File: config.mk
export PLATFORM = sky130hd
export DESIGN_NAME = power_source_and_mode_sequencer
export DESIGN_NICKNAME = d
export VERILOG_FILES = /design/src/logic/power_seq_pkg.sv /design/src/logic/power_source_and_mode_sequencer.sv /design/src/logic/sync_two_ff.sv
export SDC_FILE = /design/constraint.sdc
export NUM_CORES = 1
export LEC_CHECK = 0
export BUFFER_PORTS_ARGS = -buffer_cell sky130_fd_sc_hd__buf_2
export CAP_MARGIN = 25
export CORE_AREA = 2 2 177 179
export CTS_CLUSTER_SIZE = 24
export DETAILED_ROUTE_END_ITERATION = 10
export DIE_AREA = 0 0 179 181
export PLACE_DENSITY = 0.53
export RECOVER_POWER = 50
export SLEW_MARGIN = 10
export SYNTH_ARGS = -nofsm -noshare
export SYNTH_HDL_FRONTEND = slang
export SYNTH_SLANG_ARGS = --single-unit
File: constraint.sdc
create_clock -name ref_clk -period 1.8 [get_ports ref_clk]
set_input_delay 0.18 -clock ref_clk [delete_from_list [all_inputs] [get_ports ref_clk]]
set_output_delay 0.18 -clock ref_clk [all_outputs]
set_load 0.03 [all_outputs]
File: src/logic/power_seq_pkg.sv
// power sequencer package: modes, sequence states, timing, carrier structs
// assumes a 25 MHz ref_clk standing in for the timer oscillator
package power_seq_pkg;

  localparam int CLK_HZ = 25000000;
  // start-up budget from trigger to boot, in microseconds
  localparam int STARTUP_US = 2500;
  localparam int STARTUP_CYCLES = (STARTUP_US * (CLK_HZ / 1000000));
  // digital regulator settle share of start-up, in microseconds
  localparam int DIG_SETTLE_US = 500;
  localparam int DIG_SETTLE_CYCLES = (DIG_SETTLE_US * (CLK_HZ / 1000000));
  // analog regulator settle share, in microseconds
  localparam int ANA_SETTLE_US = 2000;
  localparam int ANA_SETTLE_CYCLES = (ANA_SETTLE_US * (CLK_HZ / 1000000));
  // least wake pin low time, in microseconds
  localparam int WAKE_LOW_US = 100;
  localparam int WAKE_LOW_CYCLES = (WAKE_LOW_US * (CLK_HZ / 1000000));
  localparam int CNT_W = 17;
  localparam int RET_WORDS = 5;
  localparam int RET_W = 32;
  localparam int ANA_PERIPH = 8;
  localparam logic [1:0] REQ_NONE = 2'h0;
  localparam logic [1:0] REQ_SLEEP = 2'h1;
  localparam logic [1:0] REQ_DEEP_SLEEP = 2'h2;
  localparam logic [1:0] REQ_DEEP_PD = 2'h3;
  localparam logic [RET_W-1:0] RET_RESET = 32'h0;
  localparam logic [ANA_PERIPH-1:0] PD_RESET = 8'hFF;

  typedef enum logic [2:0] {
    BATTERY_OFF, SEQ_DIGITAL, SEQ_ANALOG, SEQ_BOOT, ACTIVE, SLEEP, DEEP_SLEEP, DEEP_PD
  } mode_t;

  // power control register contents written by the core
  typedef struct packed {
    logic [1:0] modeReq;      // entry request, one of REQ_*
    logic autoSwitchOff;      // disables automatic source selection
    logic batteryOverride;    // forces the battery switch open
    logic brownoutEnable;
    logic fieldWakeEnable;
    logic wakePinEnable;
  } power_ctrl_t;

  // analog monitor comparator levels, plus oscillator stable and flash ready status
  typedef struct packed {
    logic batteryAbove;       // battery rail above 1.72 V
    logic fieldAbove;         // field rail present and higher
    logic fieldPresent;       // RF field detected
    logic alwaysOnLow;        // always-on rail below 1.8 V
    logic systemOscStable;
    logic flashReady;
  } monitor_t;

  // wake causes from on-chip logic
  typedef struct packed {
    logic timerPreset;
    logic watchdog;
    logic startLogic;
  } wake_src_t;

  // power switch and regulator controls
  typedef struct packed {
    logic batteryPowerSwitch;
    logic fieldPowerSwitch;
    logic digitalRegulator;
    logic analogRegulator;
    logic comparatorEnable;
    logic alwaysOnDomain;
  } power_out_t;

endpackage

File: src/logic/power_source_and_mode_sequencer.sv
// power source selection, regulator sequencing and power mode control
// assumes ref_clk is the never-stopping timer oscillator; core writes are same-domain
`timescale 1ns/100ps
`default_nettype none
module power_source_and_mode_sequencer (
  input wire logic ref_clk,
  input wire logic reset,
  input wire logic external_reset_pin,
  input wire logic wake_pin,
  input wire power_seq_pkg::monitor_t monitorIn,
  input wire power_seq_pkg::wake_src_t wakeSrc,
  input wire power_seq_pkg::power_ctrl_t powerCtrl,
  input wire logic powerCtrlWrite,
  input wire logic offRequest,
  input wire logic [power_seq_pkg::ANA_PERIPH-1:0] analogPowerDownIn,
  input wire logic analogPowerDownWrite,
  input wire logic retentionWrite,
  input wire logic [2:0] retentionIndex,
  input wire logic [power_seq_pkg::RET_W-1:0] retentionData,
  input wire logic flagClear,
  output power_seq_pkg::power_out_t powerOut,
  output power_seq_pkg::mode_t mode,
  output logic deep_powerdown_flag,
  output logic sleepFlag,
  output logic systemPowerOnReset,
  output logic bootEnable,
  output logic brownoutIrq,
  output logic timerOscEnable,
  output logic [power_seq_pkg::ANA_PERIPH-1:0] analogPowerDown,
  output logic [power_seq_pkg::RET_W-1:0] retentionOut
);
  localparam int NSYNC = 11;

  typedef struct packed {
    power_seq_pkg::mode_t mode;
    logic [power_seq_pkg::CNT_W-1:0] count;
    logic [power_seq_pkg::CNT_W-1:0] wakeLow;
    logic armed;
    logic resetPinLast;
    logic [1:0] modeReq;
    logic autoSwitchOff;
    logic batteryOverride;
    logic brownoutEnable;
    logic fieldWakeEnable;
    logic wakePinEnable;
    logic dpdFlag;
    logic sleepFlag;
    logic sysPor;
    logic boot;
    logic brownout;
    logic batterySwitch;
    logic fieldSwitch;
    logic [power_seq_pkg::ANA_PERIPH-1:0] analogPd;
    logic [4:0][power_seq_pkg::RET_W-1:0] retention;
    logic [power_seq_pkg::RET_W-1:0] retRead;
  } seq_state_t;

  seq_state_t state_reg;
  seq_state_t state_next;
  logic [NSYNC-1:0] rawIn;
  logic [NSYNC-1:0] syncIn;
  logic rstPin;
  logic wakeP;
  logic batOk;
  logic fldOk;
  logic fldPres;
  logic aonLow;
  logic oscOk;
  logic flashOk;
  logic timerEv;
  logic wdogEv;
  logic startEv;
  logic resetEdge;
  logic wakePinHeld;
  logic anyPower;
  logic wakeDeepSleep;
  logic wakeDeepPd;

  // -----------------------------
  // input synchronisers
  // -----------------------------
  assign rawIn = {external_reset_pin, wake_pin, monitorIn.batteryAbove, monitorIn.fieldAbove,
                  monitorIn.fieldPresent, monitorIn.alwaysOnLow, monitorIn.systemOscStable,
                  monitorIn.flashReady, wakeSrc.timerPreset, wakeSrc.watchdog,
                  wakeSrc.startLogic};

  sync_two_ff #(.WIDTH(NSYNC)) inSync (
    .ref_clk(ref_clk),
    .reset(reset),
    .resetValue({2'h3, 9'h000}), // pins idle high, so no false edge after reset
    .asyncIn(rawIn),
    .syncOut(syncIn)
  );

  assign {rstPin, wakeP, batOk, fldOk, fldPres, aonLow, oscOk, flashOk, timerEv, wdogEv,
          startEv} = syncIn;

  // wake and trigger decode
  assign resetEdge = rstPin && !state_reg.resetPinLast;
  assign wakePinHeld = state_reg.wakeLow >= power_seq_pkg::CNT_W'(power_seq_pkg::WAKE_LOW_CYCLES);
  assign wakeDeepSleep = !rstPin || timerEv || wdogEv || wakePinHeld ||
                         (fldPres && state_reg.fieldWakeEnable) || startEv;
  assign wakeDeepPd = !rstPin || timerEv || (wakePinHeld && state_reg.wakePinEnable) ||
                      (fldPres && state_reg.fieldWakeEnable);
  assign anyPower = state_reg.batterySwitch || state_reg.fieldSwitch;

  // -----------------------------
  // next state
  // -----------------------------
  always_comb begin
    state_next = state_reg;
    state_next.resetPinLast = rstPin;
    state_next.wakeLow = wakeP ? '0 :
      (wakePinHeld ? state_reg.wakeLow : state_reg.wakeLow + 1'b1);
    // control register writes
    if (powerCtrlWrite) begin
      state_next.modeReq = powerCtrl.modeReq;
      state_next.autoSwitchOff = powerCtrl.autoSwitchOff;
      state_next.batteryOverride = powerCtrl.batteryOverride;
      state_next.brownoutEnable = powerCtrl.brownoutEnable;
      state_next.fieldWakeEnable = powerCtrl.fieldWakeEnable;
      state_next.wakePinEnable = powerCtrl.wakePinEnable;
    end
    if (analogPowerDownWrite) begin
      state_next.analogPd = analogPowerDownIn;
    end
    if (retentionWrite && retentionIndex < 3'h5) begin
      state_next.retention[retentionIndex] = retentionData;
    end
    // registered read port, unused indices read as zero
    state_next.retRead = (retentionIndex < 3'h5) ? state_reg.retention[retentionIndex] : '0;
    // trigger arms the battery switch
    if (resetEdge || fldPres) begin
      state_next.armed = 1'b1;
    end
    // source selection
    state_next.fieldSwitch = fldPres;
    if (state_reg.autoSwitchOff) begin
      state_next.batterySwitch = state_next.armed && !state_reg.batteryOverride;
    end else begin
      state_next.batterySwitch = state_next.armed && batOk && !state_reg.batteryOverride;
      if (!batOk && fldOk) begin
        state_next.batterySwitch = 1'b0;
      end
    end
    if (offRequest && !fldPres) begin
      state_next.armed = 1'b0;
      state_next.batterySwitch = 1'b0;
    end
    // brownout flag, set wins over clear
    if (flagClear) begin
      state_next.brownout = 1'b0;
      state_next.dpdFlag = 1'b0;
      state_next.sleepFlag = 1'b0;
    end
    if (state_reg.brownoutEnable && aonLow && anyPower) begin
      state_next.brownout = 1'b1;
    end
    // mode machine
    state_next.count = state_reg.count + 1'b1;
    case (state_reg.mode)
      power_seq_pkg::BATTERY_OFF: begin
        state_next.count = '0;
        state_next.sysPor = 1'b0;
        state_next.boot = 1'b0;
        if (anyPower) begin
          state_next.mode = power_seq_pkg::SEQ_DIGITAL;
        end
      end
      power_seq_pkg::SEQ_DIGITAL: begin
        if (state_reg.count >= power_seq_pkg::CNT_W'(power_seq_pkg::DIG_SETTLE_CYCLES)) begin
          state_next.mode = power_seq_pkg::SEQ_ANALOG;
          state_next.count = '0;
        end
      end
      power_seq_pkg::SEQ_ANALOG: begin
        if (oscOk) begin
          state_next.sysPor = 1'b1;
        end
        if (state_reg.count >= power_seq_pkg::CNT_W'(power_seq_pkg::ANA_SETTLE_CYCLES)) begin
          state_next.mode = power_seq_pkg::SEQ_BOOT;
        end
      end
      power_seq_pkg::SEQ_BOOT: begin
        if (oscOk) begin
          state_next.sysPor = 1'b1;
        end
        if (flashOk && state_reg.sysPor) begin
          state_next.mode = power_seq_pkg::ACTIVE;
          state_next.boot = 1'b1;
        end
      end
      power_seq_pkg::ACTIVE: begin
        case (state_reg.modeReq)
          power_seq_pkg::REQ_SLEEP: begin
            state_next.mode = power_seq_pkg::SLEEP;
            state_next.sleepFlag = 1'b1;
          end
          power_seq_pkg::REQ_DEEP_SLEEP: begin
            state_next.mode = power_seq_pkg::DEEP_SLEEP;
            state_next.sleepFlag = 1'b1;
          end
          power_seq_pkg::REQ_DEEP_PD: begin
            state_next.mode = power_seq_pkg::DEEP_PD;
            state_next.dpdFlag = 1'b1;
            state_next.boot = 1'b0;
            state_next.sysPor = 1'b0;
          end
          default: begin
          end
        endcase
        if (!powerCtrlWrite) begin
          state_next.modeReq = power_seq_pkg::REQ_NONE; // keep a request written now
        end
      end
      power_seq_pkg::SLEEP: begin
        if (wakeDeepSleep) begin
          state_next.mode = power_seq_pkg::ACTIVE;
        end
      end
      power_seq_pkg::DEEP_SLEEP: begin
        if (wakeDeepSleep) begin
          state_next.mode = power_seq_pkg::ACTIVE;
        end
      end
      power_seq_pkg::DEEP_PD: begin
        state_next.count = '0;
        if (wakeDeepPd) begin
          state_next.mode = power_seq_pkg::SEQ_DIGITAL;
        end
      end
      default: begin
        state_next.mode = power_seq_pkg::BATTERY_OFF;
      end
    endcase
    // losing every source drops to battery-off unless the reset pin is low outside battery-off and deep power-down
    if (!state_next.batterySwitch && !state_next.fieldSwitch) begin
      state_next.mode = power_seq_pkg::BATTERY_OFF;
    end
    // reset pin low restarts the sequence from the digital state
    if (!rstPin && state_reg.mode != power_seq_pkg::BATTERY_OFF &&
        state_reg.mode != power_seq_pkg::DEEP_PD) begin
      state_next.mode = power_seq_pkg::SEQ_DIGITAL;
      state_next.count = '0;
      state_next.sysPor = 1'b0;
      state_next.boot = 1'b0;
    end
  end

  // state register; retention survives all but the power-on reset
  always_ff @(posedge ref_clk) begin
    if (reset) begin
      state_reg <= '0;
      state_reg.mode <= power_seq_pkg::BATTERY_OFF;
      state_reg.resetPinLast <= 1'b1;
      state_reg.analogPd <= power_seq_pkg::PD_RESET;
    end else begin
      state_reg <= state_next;
    end
  end

  // -----------------------------
  // outputs
  // -----------------------------
  assign mode = state_reg.mode;
  assign powerOut.batteryPowerSwitch = state_reg.batterySwitch;
  assign powerOut.fieldPowerSwitch = state_reg.fieldSwitch;
  assign powerOut.alwaysOnDomain = state_reg.mode != power_seq_pkg::BATTERY_OFF;
  assign powerOut.digitalRegulator = state_reg.mode != power_seq_pkg::BATTERY_OFF &&
                                     state_reg.mode != power_seq_pkg::DEEP_PD;
  assign powerOut.analogRegulator = powerOut.digitalRegulator &&
                                    state_reg.mode != power_seq_pkg::SEQ_DIGITAL;
  assign powerOut.comparatorEnable = !state_reg.autoSwitchOff;
  assign deep_powerdown_flag = state_reg.dpdFlag;
  assign sleepFlag = state_reg.sleepFlag;
  assign systemPowerOnReset = state_reg.sysPor;
  assign bootEnable = state_reg.boot;
  assign brownoutIrq = state_reg.brownout;
  assign timerOscEnable = 1'b1;
  assign analogPowerDown = state_reg.analogPd;
  assign retentionOut = state_reg.retRead;

  // -----------------------------
  // assertions
  // -----------------------------
  field_switch_a: assert property (@(posedge ref_clk) disable iff (reset)
    fldPres |=> powerOut.fieldPowerSwitch) else $error("field switch not closed");
  battery_hold_a: assert property (@(posedge ref_clk) disable iff (reset)
    !state_reg.armed |-> !powerOut.batteryPowerSwitch) else $error("battery switch early");
  auto_off_a: assert property (@(posedge ref_clk) disable iff (reset)
    state_reg.autoSwitchOff |-> !powerOut.comparatorEnable) else $error("comparator on");
  seq_first_a: assert property (@(posedge ref_clk) disable iff (reset)
    mode == power_seq_pkg::SEQ_DIGITAL |-> powerOut.digitalRegulator && !powerOut.analogRegulator)
    else $error("bad first state");
  dpd_regs_a: assert property (@(posedge ref_clk) disable iff (reset)
    mode == power_seq_pkg::DEEP_PD |-> !powerOut.digitalRegulator && deep_powerdown_flag)
    else $error("deep power-down encoding");
  boot_flash_a: assert property (@(posedge ref_clk) disable iff (reset)
    $rose(bootEnable) |-> $past(flashOk) && systemPowerOnReset) else $error("boot early");
  brownout_set_a: assert property (@(posedge ref_clk) disable iff (reset)
    state_reg.brownoutEnable && aonLow && anyPower |=> brownoutIrq) else $error("no brownout");
  timer_osc_a: assert property (@(posedge ref_clk) disable iff (reset)
    timerOscEnable) else $error("timer oscillator off");
endmodule // power_source_and_mode_sequencer
`default_nettype wire

File: src/logic/sync_two_ff.sv
// two flip-flop level synchroniser with synchronous reset value
// assumes a level input asynchronous to ref_clk
`timescale 1ns/100ps
`default_nettype none
module sync_two_ff #(
  parameter int WIDTH = 1
) (
  input wire logic ref_clk,
  input wire logic reset,
  input wire logic [WIDTH-1:0] resetValue,
  input wire logic [WIDTH-1:0] asyncIn,
  output logic [WIDTH-1:0] syncOut
);
  typedef struct packed {
    logic [WIDTH-1:0] first;
    logic [WIDTH-1:0] second;
  } sync_state_t;

  sync_state_t state_reg;
  sync_state_t state_next;

  // -----------------------------
  // next state
  // -----------------------------
  always_comb begin
    state_next.first = asyncIn;
    state_next.second = state_reg.first;
  end

  // reset loads a fixed value from a tie-off constant input
  always_ff @(posedge ref_clk) begin
    if (reset) begin
      state_reg <= {resetValue, resetValue};
    end else begin
      state_reg <= state_next;
    end
  end

  assign syncOut = state_reg.second;
endmodule // sync_two_ff
`default_nettype wire

==> summary.txt, run 1 <==
Power
  – Overall Power: 13.7 mW
  – Worst IR drop on VDD: 788 uV
  – Pwr dens: 965 nW/um2
  – Leakage power: 5.32 nW

Die
  – FP Rows: 64
  – Starting Density: 36.8%
  – Die ar.: 32400 um2
  – Die Height: 181 um
  – Core Area: 30300 um2
  – Die width: 179 um
  – IO Count: 123

Yosys
  – Synth Register Bits: 273
  – Syn Area/Cell: 8.32 um2
  – Post-synth EDFFs: 0
  – Top_reg_cell synth: dfxtp_1
  – Seq/Total Area, Yosys: 49.0%
  – Post-Syn Area: 11200 um2
  – Number of synthesis warnings: 0
  – Syn Nets: 1417
  – Mapped Cells: 1342
  – Ys async rst share: 0%
  – Netlist cell types: 57

Drt
  – Routed Antenna Nets: 0
  – DR vias: 9429
  – Vias per inst: 4.89
  – # DRC: 0
  – Iter 0 DRT Violations: 493
  – Drt pass-1 iters: 5
  – Drt wl/cell: 15.3 um
  – Routed WL: 29.5 mm

STA
  – Hold Slack: 62.1 ps
  – Slew Viols, Final: 0
  – Slew margin rel.: 53.6%
  – Final setup viols: 1
  – RSZ-0062 raised after global routing: yes
  – Worst slew pin tran: 696 ps
  – FMAX: 0.554 GHz
  – Clock skew: 24.7 ps
  – Tcrit/Tclk final: 100%
  – Min Tclk post-route: 1810 ps
  – Final Hold Fails: 0
  – Final worst slack: -5.64 ps

Setup path
  – Worst Setup Start Kind: flip-flop
  – Arr. time, crit path: 2240 ps
  – Reg2Reg Depth: 7
  – CP max FO: 4
  – Crit. End Element: flip-flop
  – Kind of critical path: reg -> reg
  – CP Data Required Time: 2230 ps

Clocking
  – CTS max path bufs: 3
  – Worst-skew pair later-pin latency: 560 ps
  – TritonCTS Buffers: 30
  – CTS HTree Levels: 1
  – CTS sink cnt: 273
  – CTS tree: yes
  – Worst-path clk slew: 60 ps
  – Clock root buffer: clkbuf_16

Finish
  – Area of the multi-input gates: 5060 um2
  – Fillers: 2974
  – Max reg flops: 203
  – Post-route insts no fill: 1930
  – Final core occ: 46.8%
  – Register area: 5470 um2
  – Area delta synth->final: 27.3%
  – Share of cells above drive strength 1: 21.5%
  – Final nets: 1585
  – Final Instance Area: 14200 um2
  – Ant. Diodes: 0

Run
  – MaxCap Viol Count: 0

Outcome
  – Failing checks: setup timing
  – Status: finished, violations left

Global route
  – Pin count of the biggest net entering global routing: 90
  – Initial antenna violation count: 1
  – First-pass GRT wire length: 47.3 mm
  – Total Routing Usage GR: 17.9%
  – Vias in the first global route: 9076
  – Overflow after GRT: 0

Min path
  – Worst hold stages: 2
  – Worst hold path type: in -> reg

Placement
  – Final HPWL DP: 19.1 mm
  – Placed cell areas: 12300 um2
  – Port Buffer Count: 120
  – Placed cells: 1803
  – Gpl congestion: 0.789
## cell usage in the layout (no fill, tap or decap), types with 13 or more instances in the layout
cell / instances
nand2_1: 343
dfxtp_1: 269
a21oi_1: 173
buf_2: 116
nor2_1: 97
buf_4: 77
dlygate4sd3_1: 63
a22oi_1: 47
nor2b_1: 33
clkbuf_16: 30
mux2_2: 27
o22a_1: 24
mux2i_1: 15
xor2_1: 14
o21ai_0: 13
## worst paths after layout
check,slack (ps),to,from
hold reg to reg,420,inSync.syncOut[10],inSync.state_next[10]
hold / removal,60,analogPowerDown[2],analogPowerDownWrite
setup reg to reg,-6,mode[1],state_reg[213]
setup / recovery,-6,mode[1],state_reg[213]
## synthesized netlist by cell type, types with 9 or more instances
library cell  count  area, um2
nand2_1         344       1290
dfxtp_1         273       5470
a21oi_1         175        876
nor2_1          100        375
clkbuf_1         73        274
a22oi_1          47        353
buf_4            46        345
nor2b_1          33        206
mux2_2           27        304
o22a_1           24        210
mux2i_1          15        150
o21ai_0          14       70.1
xor2_1           14        123
buf_1            11       41.3
buf_2            10       50.1
inv_1            10       37.5
xnor2_1          10       87.6
a211o_1           9       78.8
and2_1            9       56.3
## metal layers
metal | up-vias | global-route usage (%) | wire length, um
li1 | 4801 | - | -
met1 | 4392 | 23.9 | 13700
met2 | 197 | 30.4 | 14100
met3 | 37 | 2.69 | 1310
met4 | 2 | 3.71 | 442
met5 | - | 0 | 13
## timing repair
action                                 4_1_cts  5_1_grt
endpoints found under the hold margin      188        0
hold buffers                                63        0
gates cloned                                 0        0
gates resized for setup                     24       15
setup endpoints to repair                    6       28
setup buffers                                3        6
pin swaps                                    9        6
## kinds of logic (layout without fill, tap and decap cells)
logic type               after synthesis  after routing  synth area share [%]
AO/OA/AOI/OAI                        299            299                  16.7
XOR/XNOR                              24             24                  1.88
adder cells (fa/ha/maj)                7              7                 0.785
buffers and inverters                150            342                  6.70
flip-flops                           273            273                  49.0
multiplexers                          42             42                  4.07
other                                  1              1                0.0336
AND/OR/NAND/NOR                      546            546                  20.8
## metrics by stage
stage / setup WS (ps) / setup TNS [ps]
after floorplan: 4.71 / 0
after global placement: -99.3 / -117
after detailed placement: -147 / -235
after CTS: 3.14 / 0
after global routing: -107 / -349
final: -5.64 / -5.64
## critical path: stages (launching register included)
cell and delay [ps]:
dfxtp_4 360, ha_4 240, nand2_2 60, o32ai_2 70, a32o_2 250, a211oi_4 310, a21oi_2 100, a2111oi_2 320
## power breakdown
| part | leakage [nW] | internal (mW) | switching, mW |
|---|---|---|---|
| combinational | 2.59 | 0.446 | 0.596 |
| sequential | 2.22 | 6.17 | 0.0617 |
| clock | 0.518 | 3.96 | 2.47 |
| total | 5.32 | 10.6 | 3.13 |
## final cells by class
type,instances,share of cell area [%]
multi-input cells,919,35.6
clock buffers,44,6.22
repair buffers,276,14.6
inverters,10,0.264
clock inverters,12,1.24
flip-flops and latches,273,38.5
well taps,396,3.49
(Power assumes the default switching activity.)
==> run 2, diff against run 1 <==
- SKIP_CTS_REPAIR_TIMING: unset -> 1
==> run 2 against run 1 <==
Against the previous run: the run now ends clean; via count is essentially flat; critical path depth shrank 2; final cell count shrank 0.10%; die area is the same; sequential cell count is the same.
==> summary.txt, run 2 (synthesis gave the netlist of run 1 again) <==
Placement
  – Placement Setup Slack: -147 ps
  – Gpl congestion: 0.789
  – Placed cells: 1803
  – Port Buffer Count: 120
  – Final HPWL DP: 19.1 mm

Setup path
  – Max incr delay on CP: 360 ps
  – WP buf/inv: 3
  – Reg2Reg Depth: 8
  – Crit. End Element: output port
  – Kind of critical path: reg -> out
  – Reg2reg setup slack: 30 ps
  – CP max stage cell: dfxtp_4
  – Arr. time, crit path: 1600 ps
  – RR Endpoint: mode[0]
  – Reg-to-reg startpoint: state_reg[212]
  – CP max FO: 5
  – Crit path max-delay family: buffers and inverters
  – CP Data Required Time: 1620 ps
  – Critical Path Most Common Cell: buf_6
  – Worst Setup Start Kind: flip-flop
  – Crit-path cells: buf_6, and3_4, buf_6, nor2_4, buf_6

Min path
  – Hold EP: analogPowerDown[2]
  – Worst hold path type: in -> reg
  – Worst hold stages: 2
  – Hold path start: analogPowerDownWrite

STA
  – Final setup viols: 0
  – Tcrit/Tclk final: 99.1%
  – Min Tclk post-route: 1780 ps
  – FMAX: 0.561 GHz
  – Slew margin rel.: 51.9%
  – Slew Viols, Final: 0
  – RSZ-0062 raised after global routing: yes
  – Final Hold Fails: 0
  – Hold Slack: 59.6 ps
  – Worst slew pin tran: 722 ps
  – Final worst slack: 16.9 ps
  – Clock skew: 25.0 ps

Clocking
  – CTS sink cnt: 273
  – CTS tree: yes
  – TritonCTS Buffers: 30
  – Clock root buffer: clkbuf_16
  – Worst-path clk slew: 60 ps
  – Worst-skew pair later-pin latency: 560 ps
  – CTS max path bufs: 3
  – CTS HTree Levels: 1

Drt
  – Routed WL: 29.5 mm
  – Vias per inst: 4.89
  – Drt wl/cell: 15.3 um
  – Iter 0 DRT Violations: 505
  – DR vias: 9427
  – # DRC: 0
  – Drt pass-1 iters: 5
  – Routed Antenna Nets: 0

Global route
  – Pin count of the biggest net entering global routing: 90
  – Vias in the first global route: 8776
  – Initial antenna violation count: 1
  – Overflow after GRT: 0
  – First-pass GRT wire length: 46.3 mm
  – Total Routing Usage GR: 17.6%

Finish
  – Max reg flops: 203
  – Most frequent cells in the layout: 343 x nand2_1, 268 x dfxtp_1, 173 x a21oi_1, 116 x buf_2, 96 x nor2_1
  – Final nets: 1583
  – Post-route insts no fill: 1928
  – Final core occ: 46.8%
  – Share of cells above drive strength 1: 21.7%
  – Ant. Diodes: 0
  – Area delta synth->final: 27.2%
  – Fillers: 2972
  – Most common cell after layout, fill and taps aside: nand2_1

Outcome
  – Status: finished, final reports clean

Power
  – Net Sw Frac: 22.9%
  – Pwr dens: 965 nW/um2
  – Cell Int Power: 10.6 mW
  – Overall Power: 13.7 mW
  – Worst IR drop on VDD: 774 uV
  – Switch Pwr: 3.13 mW
  – Clock power share: 47.0%
  – Seq pwr share: 45.5%
  – Leakage power: 5.32 nW
  – Comb power frac: 7.6%

Die
  – Starting Density: 36.8%
  – Die width: 179 um
  – Die Height: 181 um
  – Die ar.: 32400 um2
  – FP Rows: 64
  – IO Count: 123
  – Core Area: 30300 um2

Run
  – MaxCap Viol Count: 0
-- run 2: worst reg2reg max path, delay by kind of cell (launching register included) --
family / cells / cell delay (ps)
buffers and inverters: 1 / 50
and+or+nand+nor: 1 / 60
AOI/OAI and AO/OA: 5 / 1020
DFF: 1 / 330
adders and majority gates: 1 / 230
-- run 2: metal layers --
| layer | global-route usage [%] | wire length [um] | up-vias |
|---|---|---|---|
| met2 | 29.4 | 14100 | 185 |
| met5 | 0 | 13 | - |
| met1 | 23.7 | 13600 | 4407 |
| li1 | - | - | 4798 |
| met3 | 2.71 | 1360 | 35 |
| met4 | 3.71 | 421 | 2 |
-- run 2: area by class of cell --
type / count / area [um2] / share of cell area, %
flip-flops and latches: 273 / 5470 / 38.5
multi-input cells: 919 / 5090 / 35.8
repair buffers: 274 / 2040 / 14.4
clock buffers: 44 / 883 / 6.22
well taps: 396 / 495 / 3.49
clock inverters: 12 / 176 / 1.24
inverters: 10 / 37.5 / 0.264
-- run 2: how the worst max path moves through the flow --
stage	from	to	slack (ps)	cells after the start
floorplan	mode[0]	mode[0]	5	6
global placement	state_reg[212]	mode[1]	-100	8
detailed placement	state_reg[212]	mode[1]	-150	8
CTS	mode[1]	powerOut[2]	-220	5
global route	state_reg[212]	mode[1]	-70	8
finish	mode[1]	powerOut[2]	20	5
-- run 2: through the flow --
| step | TNS (ps) | instance area, um2 |
|---|---|---|
| floorplan | 0 | 11200 |
| global placement | -117 | 12300 |
| detailed placement | -235 | 12300 |
| CTS | -751 | 13400 |
| global route | -266 | 14200 |
| finish | 0 | 14200 |
-- run 2: power groups by stage --
stage | Clock, mW | Sequential [mW] | Combinational (mW)
after floorplan | 0 | 6.35 | 0.539
after global placement | 0 | 6.36 | 0.894
after detailed placement | 0 | 6.37 | 0.902
after CTS | 6.61 | 6.23 | 0.904
after global routing | 6.85 | 6.24 | 1.13
final | 6.44 | 6.23 | 1.04
